### src/verilog/efs_pkg.sv
// Functional notes
// - host raises slip enable for async passive channels
// - active mode: device times channel, no slip
// - voice frames nominally twenty milliseconds long
// - slip enabled: frames of 160 or 161 samples
// - internal 0.6 percent, host-assisted 1.2 percent
// - slip packets widen range to 159..161
// - buffer gets header, 23 words, terminator
// - leftover terminator is first word out
// - terminator until ready, then 24-word packet
// - short reads leave stale words for later
// - host reads to header, then 23 more
// - slip packet words 0..3 fixed layout
// - slip packet words 4..11 zero, rest voice
// - host keeps interval times rate within 160..161
// - periodic method: one slip packet per N frames
// - as-needed reads every 19.875..20.125 ms
// - two or more terminators: send slip packet
// - slip packet advances readiness 125 us
// - host buffers late packets up to 125 us
package efs_pkg;
    localparam logic [15:0] EFS_HEADER = 16'h13ec;
    localparam logic [15:0] EFS_TERM = 16'hfffe;
    localparam logic [7:0] EFS_SLIP_ID = 8'h07;
    localparam logic [15:0] EFS_SLIP_IND = 16'h12c9;
    localparam logic [15:0] EFS_SLIP_DATA = 16'h009f;
    localparam logic [15:0] EFS_ZERO = 16'h0000;
    localparam int EFS_DATA_WORDS = 23;
    localparam int EFS_PKT_WORDS = 24;
    localparam int EFS_ZERO_LAST = 11;
    localparam int EFS_FRAME_NOM = 160;
    localparam int EFS_FRAME_LONG = 161;
    localparam int EFS_FRAME_SHORT = 159;
    // sample period 125 us at 8 kHz
    localparam int EFS_SAMPLE_NS = 125000;
    localparam int EFS_CLK_NS = 4;
    localparam int EFS_SAMPLE_CYC = EFS_SAMPLE_NS / EFS_CLK_NS;
    localparam int EFS_FRAME_MS = 20;
endpackage : efs_pkg

### src/verilog/efs_link_if.sv
`timescale 1ns/100ps
`default_nettype none
interface efs_link_if;
    logic rd_req;
    logic rd_vld;
    logic [15:0] rd_data;
    logic wr_vld;
    logic [15:0] wr_data;
    logic slip_en;
    modport dev (input rd_req, output rd_vld, output rd_data,
        input wr_vld, input wr_data, input slip_en);
    modport host (output rd_req, input rd_vld, input rd_data,
        output wr_vld, output wr_data, output slip_en);
endinterface : efs_link_if
`default_nettype wire

### src/verilog/efs_dev.sv
`timescale 1ns/100ps
`default_nettype none
module efs_dev
    import efs_pkg::*;
#(
    parameter int SAMPLE_CYC = EFS_SAMPLE_CYC
) (
    input wire logic clk_i,
    input wire logic rst_n_i,
    efs_link_if.dev link,
    input wire logic active_mode_i,
    input wire logic drift_long_i,
    input wire logic pkt_vld_i,
    input wire logic [15:0] pkt_word_i,
    output logic pkt_rdy_o,
    output logic frame_tick_o,
    output logic [7:0] frame_len_o,
    output logic slip_seen_o
);
    // scnt is 16 bits wide
    if (SAMPLE_CYC < 2 || SAMPLE_CYC > 65536) begin : g_bad_cyc
        $error("SAMPLE_CYC out of range");
    end
    typedef enum logic [2:0] {
        EFS_FILL = 3'b001,
        EFS_WAIT = 3'b010,
        EFS_SEND = 3'b100
    } efs_st_t;
    ////////////////////////////////////////////////////////////////////
    // transmit buffer: header, data words, terminator
    logic [15:0] tx_buf [0:EFS_PKT_WORDS];
    logic [15:0] next_buf_w;
    logic [4:0] wptr, next_wptr, rptr, next_rptr;
    logic ready, next_ready;
    efs_st_t st, next_st;
    logic [15:0] rd_data, next_rd_data;
    logic rd_vld, next_rd_vld;
    logic we;
    logic term_left, next_term_left;
    logic pkt_rdy, next_pkt_rdy;
    always_comb begin
        next_wptr = wptr;
        next_rptr = rptr;
        next_ready = ready;
        next_term_left = term_left;
        next_st = st;
        next_rd_vld = link.rd_req;
        next_rd_data = rd_data;
        we = 1'b0;
        next_buf_w = pkt_word_i;
        case (st)
            EFS_FILL: begin
                if (pkt_vld_i) begin
                    we = 1'b1;
                    next_buf_w = (wptr == 5'd0) ? EFS_HEADER : pkt_word_i;
                    next_wptr = wptr + 5'd1;
                    if (wptr == 5'(EFS_DATA_WORDS)) next_st = EFS_WAIT;
                end
            end
            EFS_WAIT: begin
                // terminator closes the packet
                we = 1'b1;
                next_buf_w = EFS_TERM;
                next_st = EFS_SEND;
            end
            EFS_SEND: begin
                if (frame_tick_o) begin
                    next_ready = 1'b1;
                    next_rptr = 5'd0;
                    next_st = EFS_FILL;
                    next_wptr = 5'd0;
                end
            end
            default: next_st = EFS_FILL;
        endcase
        if (link.rd_req) begin
            // stale words survive a short read
            // terminator of the last packet goes out before the header
            if (!ready || term_left) begin
                next_rd_data = EFS_TERM;
                next_term_left = 1'b0;
            end else begin
                next_rd_data = tx_buf[rptr];
                next_rptr = rptr + 5'd1;
                if (rptr == 5'(EFS_DATA_WORDS)) begin
                    next_ready = 1'b0;
                    next_term_left = 1'b1;
                end
            end
        end
        next_pkt_rdy = (next_st == EFS_FILL) ? 1'b1 : 1'b0;
    end
    always_ff @(posedge clk_i or negedge rst_n_i) begin
        if (!rst_n_i) begin
            wptr <= 5'd0;
            rptr <= 5'd0;
            ready <= 1'b0;
            st <= EFS_FILL;
            rd_vld <= 1'b0;
            rd_data <= EFS_TERM;
            term_left <= 1'b1;
            pkt_rdy <= 1'b1;
        end else begin
            wptr <= next_wptr;
            rptr <= next_rptr;
            ready <= next_ready;
            st <= next_st;
            rd_vld <= next_rd_vld;
            rd_data <= next_rd_data;
            term_left <= next_term_left;
            pkt_rdy <= next_pkt_rdy;
        end
    end
    always_ff @(posedge clk_i) begin
        if (we) begin
            tx_buf[wptr] <= next_buf_w;
        end
    end
    assign link.rd_vld = rd_vld;
    assign link.rd_data = rd_data;
    ////////////////////////////////////////////////////////////////////
    // slip packet detection on decoder input
    logic [4:0] in_idx, next_in_idx;
    logic in_match, next_in_match;
    logic slip_pend, next_slip_pend;
    logic [2:0] sync_en;
    logic en_q, next_en_q;
    always_comb begin
        next_in_idx = in_idx;
        next_in_match = in_match;
        next_slip_pend = slip_pend;
        // only the last two stages decide, the first may be metastable
        next_en_q = (sync_en[2] == sync_en[1]) ? sync_en[2] : en_q;
        // clear first so a new packet in the same cycle wins
        if (frame_tick_o && frame_len_o == 8'(EFS_FRAME_SHORT))
            next_slip_pend = 1'b0;
        if (link.wr_vld) begin
            next_in_idx = (in_idx == 5'(EFS_DATA_WORDS)) ? 5'd0 : in_idx + 5'd1;
            case (in_idx)
                5'd0: next_in_match = (link.wr_data == EFS_HEADER);
                5'd1: next_in_match = in_match
                    & (link.wr_data[15:8] == EFS_SLIP_ID);
                5'd2: next_in_match = in_match
                    & (link.wr_data == EFS_SLIP_IND);
                5'd3: next_in_match = in_match
                    & (link.wr_data == EFS_SLIP_DATA);
                default: begin
                    if (in_idx <= 5'(EFS_ZERO_LAST))
                        next_in_match = in_match
                            & (link.wr_data == EFS_ZERO);
                end
            endcase
            if (in_idx == 5'(EFS_ZERO_LAST) && in_match
                && link.wr_data == EFS_ZERO && en_q && !active_mode_i)
                next_slip_pend = 1'b1;
        end
    end
    always_ff @(posedge clk_i or negedge rst_n_i) begin
        if (!rst_n_i) begin
            in_idx <= 5'd0;
            in_match <= 1'b0;
            slip_pend <= 1'b0;
            sync_en <= 3'b000;
            en_q <= 1'b0;
        end else begin
            in_idx <= next_in_idx;
            in_match <= next_in_match;
            slip_pend <= next_slip_pend;
            sync_en <= {sync_en[1:0], link.slip_en};
            en_q <= next_en_q;
        end
    end
    ////////////////////////////////////////////////////////////////////
    // frame timing: 160/161, or 159 after a slip packet
    logic [15:0] scnt, next_scnt;
    logic [7:0] samp, next_samp, len, next_len;
    logic tick, next_tick, seen, next_seen;
    always_comb begin
        next_scnt = scnt + 16'd1;
        next_samp = samp;
        next_len = len;
        next_tick = 1'b0;
        next_seen = seen;
        if (scnt == 16'(SAMPLE_CYC - 1)) begin
            next_scnt = 16'd0;
            next_samp = samp + 8'd1;
            if (samp == len - 8'd1) begin
                next_samp = 8'd0;
                next_tick = 1'b1;
                if (!en_q || active_mode_i)
                    next_len = 8'(EFS_FRAME_NOM);
                else if (slip_pend)
                    next_len = 8'(EFS_FRAME_SHORT);
                else
                    next_len = drift_long_i ? 8'(EFS_FRAME_LONG)
                        : 8'(EFS_FRAME_NOM);
                next_seen = slip_pend;
            end
        end
    end
    always_ff @(posedge clk_i or negedge rst_n_i) begin
        if (!rst_n_i) begin
            scnt <= 16'd0;
            samp <= 8'd0;
            len <= 8'(EFS_FRAME_NOM);
            tick <= 1'b0;
            seen <= 1'b0;
        end else begin
            scnt <= next_scnt;
            samp <= next_samp;
            len <= next_len;
            tick <= next_tick;
            seen <= next_seen;
        end
    end
    assign frame_tick_o = tick;
    assign frame_len_o = len;
    assign slip_seen_o = seen;
    assign pkt_rdy_o = pkt_rdy;
endmodule : efs_dev
`default_nettype wire

### src/flat_wrapper.sv
// flat-port wrapper written by rule: the top's interface ports become plain ports
module efs_dev_flat import efs_pkg::*;
#(
    parameter int SAMPLE_CYC = EFS_SAMPLE_CYC
)
  (clk_i, rst_n_i, active_mode_i, drift_long_i, pkt_vld_i, pkt_word_i, pkt_rdy_o, frame_tick_o, frame_len_o, slip_seen_o, link_rd_req, link_rd_vld, link_rd_data, link_wr_vld, link_wr_data, link_slip_en);
  efs_link_if link_i ();
  input wire logic clk_i;
  input wire logic rst_n_i;
  input wire logic active_mode_i;
  input wire logic drift_long_i;
  input wire logic pkt_vld_i;
  input wire logic [15:0] pkt_word_i;
  output logic pkt_rdy_o;
  output logic frame_tick_o;
  output logic [7:0] frame_len_o;
  output logic slip_seen_o;
  input wire logic [$bits(link_i.rd_req)-1:0] link_rd_req;
  output wire logic [$bits(link_i.rd_vld)-1:0] link_rd_vld;
  output wire logic [$bits(link_i.rd_data)-1:0] link_rd_data;
  input wire logic [$bits(link_i.wr_vld)-1:0] link_wr_vld;
  input wire logic [$bits(link_i.wr_data)-1:0] link_wr_data;
  input wire logic [$bits(link_i.slip_en)-1:0] link_slip_en;
  assign link_i.rd_req = link_rd_req;
  assign link_rd_vld = link_i.rd_vld;
  assign link_rd_data = link_i.rd_data;
  assign link_i.wr_vld = link_wr_vld;
  assign link_i.wr_data = link_wr_data;
  assign link_i.slip_en = link_slip_en;
  efs_dev #(.SAMPLE_CYC(SAMPLE_CYC)) u_core (.clk_i(clk_i), .rst_n_i(rst_n_i), .link(link_i), .active_mode_i(active_mode_i), .drift_long_i(drift_long_i), .pkt_vld_i(pkt_vld_i), .pkt_word_i(pkt_word_i), .pkt_rdy_o(pkt_rdy_o), .frame_tick_o(frame_tick_o), .frame_len_o(frame_len_o), .slip_seen_o(slip_seen_o));
endmodule
### config.mk
export PLATFORM = sky130hd
export DESIGN_NAME = efs_dev_flat
export DESIGN_NICKNAME = d
export VERILOG_FILES = /design/src/verilog/efs_pkg.sv /design/src/verilog/efs_link_if.sv /design/src/verilog/efs_dev.sv /design/src/flat_wrapper.sv
export SDC_FILE = /design/constraint.sdc
export NUM_CORES = 1
export LEC_CHECK = 0
export ABC_AREA = 1
export BUFFER_PORTS_ARGS = -buffer_cell sky130_fd_sc_hd__buf_2
export CORE_MARGIN = 8
export CORE_UTILIZATION = 40
export CTS_BUF_LIST = sky130_fd_sc_hd__clkbuf_8
export CTS_CLUSTER_DIAMETER = 200
export DETAILED_ROUTE_END_ITERATION = 8
export PLACE_DENSITY = 0.61
export SETUP_SLACK_MARGIN = 0.4
export SLEW_MARGIN = 10
export SYNTH_ARGS = -nofsm -noshare
export SYNTH_HDL_FRONTEND = slang
export SYNTH_SLANG_ARGS = --single-unit
### constraint.sdc
create_clock -name clk_i -period 3.5 [get_ports clk_i]
set_input_delay 0.35 -clock clk_i [delete_from_list [all_inputs] [get_ports clk_i]]
set_output_delay 0.35 -clock clk_i [all_outputs]
set_load 0.1 [all_outputs]
==> flow_metrics.env, run 1 <==
export IMPL_critical_path_arrival_ns=2.58
export IMPL_drc=0
export IMPL_synth_distinct_cells=39
export IMPL_timing_critical_path_required_ns=3.67
export IMPL_dpl_hpwl_um=31100
export IMPL_drt_first_pass_iters=7
export IMPL_worstHoldEndpoint="u_core.frame_len_o[0]"
export IMPL_worst_setup_slack_after_placement_ns=1.12
export IMPL_io_buffer_count=65
export IMPL_worst_setup_hold_path_clk_slew_ns=0.06
export IMPL_clock_latency_ns=0.66
export IMPL_antenna_cells=0
export IMPL_via_per_inst=5.18
export IMPL_mostFrequentLayoutCell="edfxtp_1"
export IMPL_crit_chain="inv_1 > ha_1 > nand3_1 > nor2_2 > inv_2 > nand2_1 > nand2_1"
export IMPL_worst_r2r_setup_slack_ns=1.10
export IMPL_die_height_um=241
export IMPL_htreeDepth=3
export IMPL_report_final_slew_viol_count=0
export IMPL_routed_wire_length_per_instance_um=19.4
export IMPL_total_buffers_and_inverters_traversed_by_the_critical_path=2
export IMPL_cts_path_max_buffers=3
export IMPL_power_per_cell_area_mw_per_mm2=533
export IMPL_horizontal_extent_of_the_die_um=241
export IMPL_setup_total_negative_slack_ns=0
export IMPL_capturing_point_of_the_worst_reg2reg_path="u_core.tx_buf[10][15]"
export IMPL_wirelength_um=53200
export IMPL_place_gp_congestion=0.839
export IMPL_synth_seq_cells=473
export IMPL_grt_first_pass_wirelength_um=81300
export IMPL_synth_warnings=0
export IMPL_whs_path_depth=5
export IMPL_floorplan_die_area_mm2=0.0583
export IMPL_synthesis_area_mm2=0.0203
export IMPL_setup_repair_after_global_routing_missed_its_margin="no"
export IMPL_detailed_routing_wirelength_on_met1_um=23400
export IMPL_placed_instance_area_mm2=0.0214
export IMPL_worst_path_max_fanout=25
export IMPL_core_region_area_mm2=0.0502
export IMPL_outcome="complete, no violations"
export IMPL_p_leak_nw=9.02
export IMPL_final_area_mm2=0.0231
export IMPL_placement_rows=82
export IMPL_critPathMostFrequentCell="nand2_1"
export IMPL_dr_wl_met3_um=4790
export IMPL_routed_via_count=14200
export IMPL_totalPowerFinal_mw=12.3
export IMPL_setup_viol=0
export IMPL_reg2reg_depth=7
export IMPL_fmax_ghz=0.416
export IMPL_ioPinCount=68
export IMPL_top_signal_layer_used="met4"
export IMPL_initial_core_util_pct=40.5
export IMPL_final_critical_path_setup_slack_ns=1.10
export IMPL_nets=2064
export IMPL_tritoncts_clock_tree="done"
export IMPL_cts_hold_buf=6
export IMPL_finalWorstPathRequiredPeriod_ns=2.40
export IMPL_antenna_violating_nets_remaining=0
export IMPL_final_min_period_over_clock_period_pct=68.6
export IMPL_grt_start_max_net_pins=130
export IMPL_mappedNetlistNets=1953
export IMPL_crit_slowest_cell="nand2_1"
export IMPL_critical_path_reg2reg_startpoint="u_core.wptr[0]"
export IMPL_synth_cells=1898
export IMPL_hold_viol_final=0
export IMPL_post_cts_setup_buffers=0
export IMPL_cts_root_buffer_cell="clkbuf_8"
export IMPL_final_layout_size_suffix_gt1_share_pct=13.1
export IMPL_layout_area_overhead_vs_synth_pct=13.4
export IMPL_avgSynthCellArea_um2=10.7
export IMPL_drt_iter0_markers=1446
export IMPL_detailroute_wirelength_met2_um=23300
export IMPL_fin_clk_skew_ns=0.0428
export IMPL_synth_seq_area_share_pct=68.2
export IMPL_holdCritPathClass="primary input to register"
export IMPL_antenna_found_initial=0
export IMPL_setup_worst_path_start_class="register"
export IMPL_maximum_vdd_drop_mv=0.357
export IMPL_cts_sink_count=473
export IMPL_cts_repair_resize_count=0
export IMPL_crit_family="simple AND/OR/NAND/NOR gates"
export IMPL_timing_slew_headroom_pct=29.7
export IMPL_numCtsBuffers=79
export IMPL_hold_slack_ns=0.108
export IMPL_via_count_of_the_first_global_routing_pass=13800
export IMPL_max_cap_viol_count=0
export IMPL_worst_setup_path_class="register to register"
export IMPL_setup_worst_path_end_class="register"
export IMPL_cpPeakStageDelay_ns=0.44
export IMPL_layout_cells_most_common_list="400 x edfxtp_1, 398 x nand2_1, 315 x nor2_1"
export IMPL_overflow=0
export IMPL_grtUsageTotal_pct=18.3
export IMPL_hold_path_startpoint="drift_long_i"
export IMPL_tightest_slew_ns=1.05
-- worst register-to-register path, cell delays in order (launching register included) --
cell and delay, ns:
dfrtp_1 0.41, inv_1 0.13, ha_1 0.20, nand3_1 0.12
nor2_2 0.34, inv_2 0.19, nand2_1 0.10, nand2_1 0.44
-- per-layer routing --
layer,up-vias,GRT usage (%)
met3,106,4.03
met2,632,27.3
met5,-,0
met1,6816,25.8
met4,0,7.51
li1,6685,-
-- how the worst max path moves through the flow --
stage | startpoint | end | cells past startpoint
floorplan | u_core.st[2] | u_core.tx_buf[24][0] | 5
global placement | u_core.wptr[0] | u_core.tx_buf[14][15] | 7
detailed placement | u_core.wptr[0] | u_core.tx_buf[9][15] | 7
CTS | u_core.wptr[0] | u_core.tx_buf[10][15] | 7
global route | u_core.wptr[0] | u_core.tx_buf[10][15] | 7
finish | u_core.wptr[0] | u_core.tx_buf[10][15] | 7
-- final cells by class --
cell class | instances | area (um2)
Multi-Input combinational cell | 1195 | 5410
Inverter | 135 | 512
Fill cell | 4546 | 27100
Timing Repair Buffer | 125 | 868
Sequential cell | 473 | 13900
Clock inverter | 57 | 323
Tap cell | 672 | 841
Clock buffer | 90 | 1240
-- through the flow --
step / util (%) / cells
floorplan: - / 1898
global placement: 42.7 / 2594
detailed placement: 42.7 / 2594
CTS: 46.0 / 2747
global route: 46.0 / 2747
finish: 46.0 / 2747
-- cells in the mapped netlist --
cell        n  area, um2
o21ai_1    21        105
ha_1       15        188
buf_6      11        124
buf_2      33        165
nor3_4      1       16.3
nand3b_1    4       30.0
nand4_1    15       93.8
nor4_1      3       18.8
dfstp_2    19        499
xor2_1     14        123
nor3b_1     1       7.51
conb_1      2       7.51
clkinv_1    2       7.51
clkbuf_1   26       97.6
dfrtp_1    54       1350
o21ai_0   117        586
buf_1       7       26.3
o22ai_1     2       12.5
a31oi_1     1       6.26
o31ai_1     2       15.0
nor2_2      1       6.26
nand2_1   398       1490
nor2_1    315       1180
a21boi_0    1       7.51
inv_2       7       26.3
nand2_2     1       6.26
edfxtp_1  400      12000
o21a_1      1       7.51
maj3_1      1       10.0
inv_1     125        469
a21oi_1    40        200
nor3_2      2       20.0
xnor2_1     1       8.76
o211ai_1   27        203
buf_8       1       15.0
nand3_1   193        966
nor3_1     16       80.1
buf_4      17        128
inv_6       1       8.76
-- registers in the layout, summed over array words and instances, names as in the netlist, 3 cells and up --
name and count:
u_core.in_idx 5, u_core.st 3, u_core.link.rd_data 16, u_core.samp 8
u_core.frame_len_o 3, u_core.wptr 5, u_core.sync_en 3, u_core.scnt 16
u_core.tx_buf 400, u_core.rptr 5
-- power by group --
part / internal (mW) / switching [mW]
logic: 0.209 / 0.689
clock network: 2.47 / 2.30
registers: 6.51 / 0.109
-- kinds of logic after synthesis --
family	count (synthesis)	share of synthesized area, %
simple gates	950	19.3
flops	473	68.2
buf+inv	230	5.25
other cells	2	0.0369
fa+ha+maj	16	0.972
compound gates	212	5.62
xor+xnor	15	0.646
No activity file was read; power rests on OpenSTA's default activity.
==> run 2: changes to the inputs <==
- clock period: 3.5 -> 2.5 ns (I/O delays scaled with it)
==> run 2 against run 1 <==
Compared with the run above: core utilization rose by 1.1 points; global-route usage rose by 0.33 points; via count rose by 1.8%; critical path type unchanged.
==> flow_metrics.env, run 2 (synthesis gave the netlist of run 1 again) <==
export IMPL_reg2reg_depth=5
export IMPL_layout_area_overhead_vs_synth_pct=16.2
export IMPL_critical_path_arrival_ns=2.31
export IMPL_sequentialPowerShare_pct=52.6
export IMPL_setup_worst_path_end_class="register"
export IMPL_global_route_usage_met3_pct=3.24
export IMPL_grt_first_pass_wirelength_um=83000
export IMPL_setup_worst_path_start_class="register"
export IMPL_timing_slew_headroom_pct=46.2
export IMPL_placed_instance_area_mm2=0.0217
export IMPL_cts_sink_count=473
export IMPL_final_layout_size_suffix_gt1_share_pct=14.6
export IMPL_core_region_area_mm2=0.0502
export IMPL_tritoncts_clock_tree="done"
export IMPL_dpl_hpwl_um=31900
export IMPL_routed_wire_length_per_instance_um=19.7
export IMPL_htreeDepth=3
export IMPL_cpPeakStageDelay_ns=0.54
export IMPL_hold_viol_final=0
export IMPL_grtUsageMet1_pct=25.9
export IMPL_finalWorstPathRequiredPeriod_ns=2.02
export IMPL_hold_path_startpoint="link_wr_data[7]"
export IMPL_worst_setup_hold_path_clk_slew_ns=0.06
export IMPL_timing_critical_path_required_ns=2.79
export IMPL_power_report_internal_total_mw=13.2
export IMPL_antenna_cells=0
export IMPL_die_height_um=241
export IMPL_setup_repair_after_global_routing_missed_its_margin="no"
export IMPL_power_net_switching_mw=4.37
export IMPL_layout_top_registers="u_core.tx_buf (400), u_core.link.rd_data (16), u_core.scnt (16)"
export IMPL_p_leak_nw=9.25
export IMPL_capturing_point_of_the_worst_reg2reg_path="u_core.tx_buf[11][10]"
export IMPL_pwr_share_clk_pct=39.6
export IMPL_fin_clk_skew_ns=0.0401
export IMPL_p_comb_share_pct=7.8
export IMPL_crit_slowest_cell="dfstp_2"
export IMPL_num_fill_cells=4500
export IMPL_worst_setup_path_class="register to register"
export IMPL_report_final_slew_viol_count=0
export IMPL_largest_register="u_core.tx_buf"
export IMPL_power_per_cell_area_mw_per_mm2=746
export IMPL_drc=0
export IMPL_final_min_period_over_clock_period_pct=80.9
export IMPL_via_count_of_the_first_global_routing_pass=14000
export IMPL_nets=2097
export IMPL_initial_core_util_pct=40.5
export IMPL_grt_start_max_net_pins=103
export IMPL_totalPowerFinal_mw=17.6
export IMPL_mostFrequentLayoutCell="edfxtp_1"
export IMPL_ioPinCount=68
export IMPL_maximum_vdd_drop_mv=0.455
export IMPL_setup_viol=0
export IMPL_drt_first_pass_iters=7
export IMPL_placement_rows=82
export IMPL_overflow=0
export IMPL_drt_iter0_markers=1658
export IMPL_grt_busiest_layer="met2"
export IMPL_cts_root_buffer_cell="clkbuf_8"
export IMPL_cts_path_max_buffers=3
export IMPL_via_per_inst=5.22
export IMPL_max_cap_viol_count=0
export IMPL_grtUsageTotal_pct=18.6
export IMPL_clock_latency_ns=0.65
export IMPL_antenna_found_initial=0
export IMPL_largest_register_ff_count=400
export IMPL_io_buffer_count=65
export IMPL_setup_total_negative_slack_ns=0
export IMPL_antenna_violating_nets_remaining=0
export IMPL_critPathMostFrequentCell="nand2_2"
export IMPL_worstHoldEndpoint="u_core.slip_pend"
export IMPL_worst_r2r_setup_slack_ns=0.48
export IMPL_routed_via_count=14500
export IMPL_whs_path_depth=6
export IMPL_place_gp_congestion=0.836
export IMPL_layout_cells_most_common_list="400 x edfxtp_1, 392 x nand2_1, 304 x nor2_1"
export IMPL_holdCritPathClass="primary input to register"
export IMPL_final_area_mm2=0.0236
export IMPL_crit_chain="nand4_1 > nand2_2 > nand2_2 > nor2_2 > buf_4"
export IMPL_wirelength_um=54900
export IMPL_grt_met2_usage_pct=29.2
export IMPL_horizontal_extent_of_the_die_um=241
export IMPL_floorplan_die_area_mm2=0.0583
export IMPL_p_sw_share_pct=24.8
export IMPL_fmax_ghz=0.495
export IMPL_numCtsBuffers=78
export IMPL_outcome="complete, no violations"
export IMPL_critical_path_reg2reg_startpoint="u_core.st[0]"
export IMPL_tightest_slew_ns=0.807
export IMPL_worst_path_max_fanout=16
run 2: cell types whose count changed in the layout (fill, tap and decap cells not counted), moves of 4 or more:
| cell | previous run | this run |
|---|---|---|
| nor2_1 | 315 | 304 |
| nand2_1 | 398 | 392 |
| clkinvlp_4 | 3 | 7 |
| clkbuf_8 | 90 | 85 |
| buf_4 | 49 | 58 |
| clkinv_2 | 15 | 10 |
| buf_16 | 0 | 4 |
| bufinv_16 | 1 | 6 |
| dlygate4sd3_1 | 6 | 19 |
| nand2_2 | 1 | 7 |
| nor2_2 | 1 | 12 |
run 2: repair_timing:
action | in CTS | in global routing
resized for setup | 1 | 14
setup endpoints to repair | 46 | 326
hold buffers | 20 | 0
gates cloned | 0 | 4
endpoints found under the hold margin | 79 | 0
buffers inserted | 0 | 2
run 2: per-layer routing:
| layer | wire, um | part of all wire [%] | vias to the layer above |
|---|---|---|---|
| met4 | 1440 | 2.6 | 0 |
| met3 | 4320 | 7.9 | 83 |
| li1 | - | - | 6746 |
| met2 | 25400 | 46 | 622 |
| met1 | 23700 | 43 | 7047 |
| met5 | 0 | 0 | - |
run 2: power by group through the flow:
| stage | logic, mW | registers [mW] | clock network [mW] |
|---|---|---|---|
| final | 1.37 | 9.27 | 6.97 |
| after global routing | 1.52 | 9.29 | 7.47 |
| after CTS | 1.36 | 9.26 | 7.11 |
| after detailed placement | 1.33 | 9.42 | 0 |
| after global placement | 1.30 | 9.41 | 0 |
| after floorplan | 0.761 | 9.38 | 0 |
run 2: area by class of cell:
| cell class | count | area (um2) | share of cell area (%) |
|---|---|---|---|
| Timing Repair inverter | 1 | 8.76 | 0.0371 |
| Sequential cell | 473 | 13900 | 58.7 |
| Multi-Input combinational cell | 1195 | 5460 | 23.1 |
| Inverter | 135 | 519 | 2.20 |
| Clock inverter | 60 | 444 | 1.88 |
| Tap cell | 672 | 841 | 3.56 |
| Clock buffer | 85 | 1170 | 4.95 |
| Timing Repair Buffer | 158 | 1310 | 5.53 |
run 2: worst max path at each step:
stage                   start               endpoint  cells after the start
5_1_grt        u_core.wptr[1]    u_core.tx_buf[9][2]                      8
3_3_place_gp     u_core.st[0]   u_core.tx_buf[24][2]                      5
3_5_place_dp     u_core.st[0]   u_core.tx_buf[24][1]                      5
4_1_cts          u_core.st[0]  u_core.tx_buf[11][10]                      5
2_1_floorplan    u_core.st[2]   u_core.tx_buf[12][0]                      5
6_report         u_core.st[0]  u_core.tx_buf[11][10]                      5
run 2: critical path, delay by kind of cell (launching register included):
kind	cells	cell delay [ns]
and+or+nand+nor	4	0.81
buffers and inverters	1	0.31
DFF	1	0.54
run 2: through the flow:
stage	worst slack, ns	hold WS [ns]	util, %	instances
3_3_place_gp	0.471	0.232	43.2	2609
5_1_grt	0.403	0.0732	47.1	2779
4_1_cts	0.365	0.0328	46.8	2774
6_report	0.478	0.0475	47.1	2779
2_1_floorplan	0.304	-0.0456	-	1898
3_5_place_dp	0.375	0.232	43.2	2609
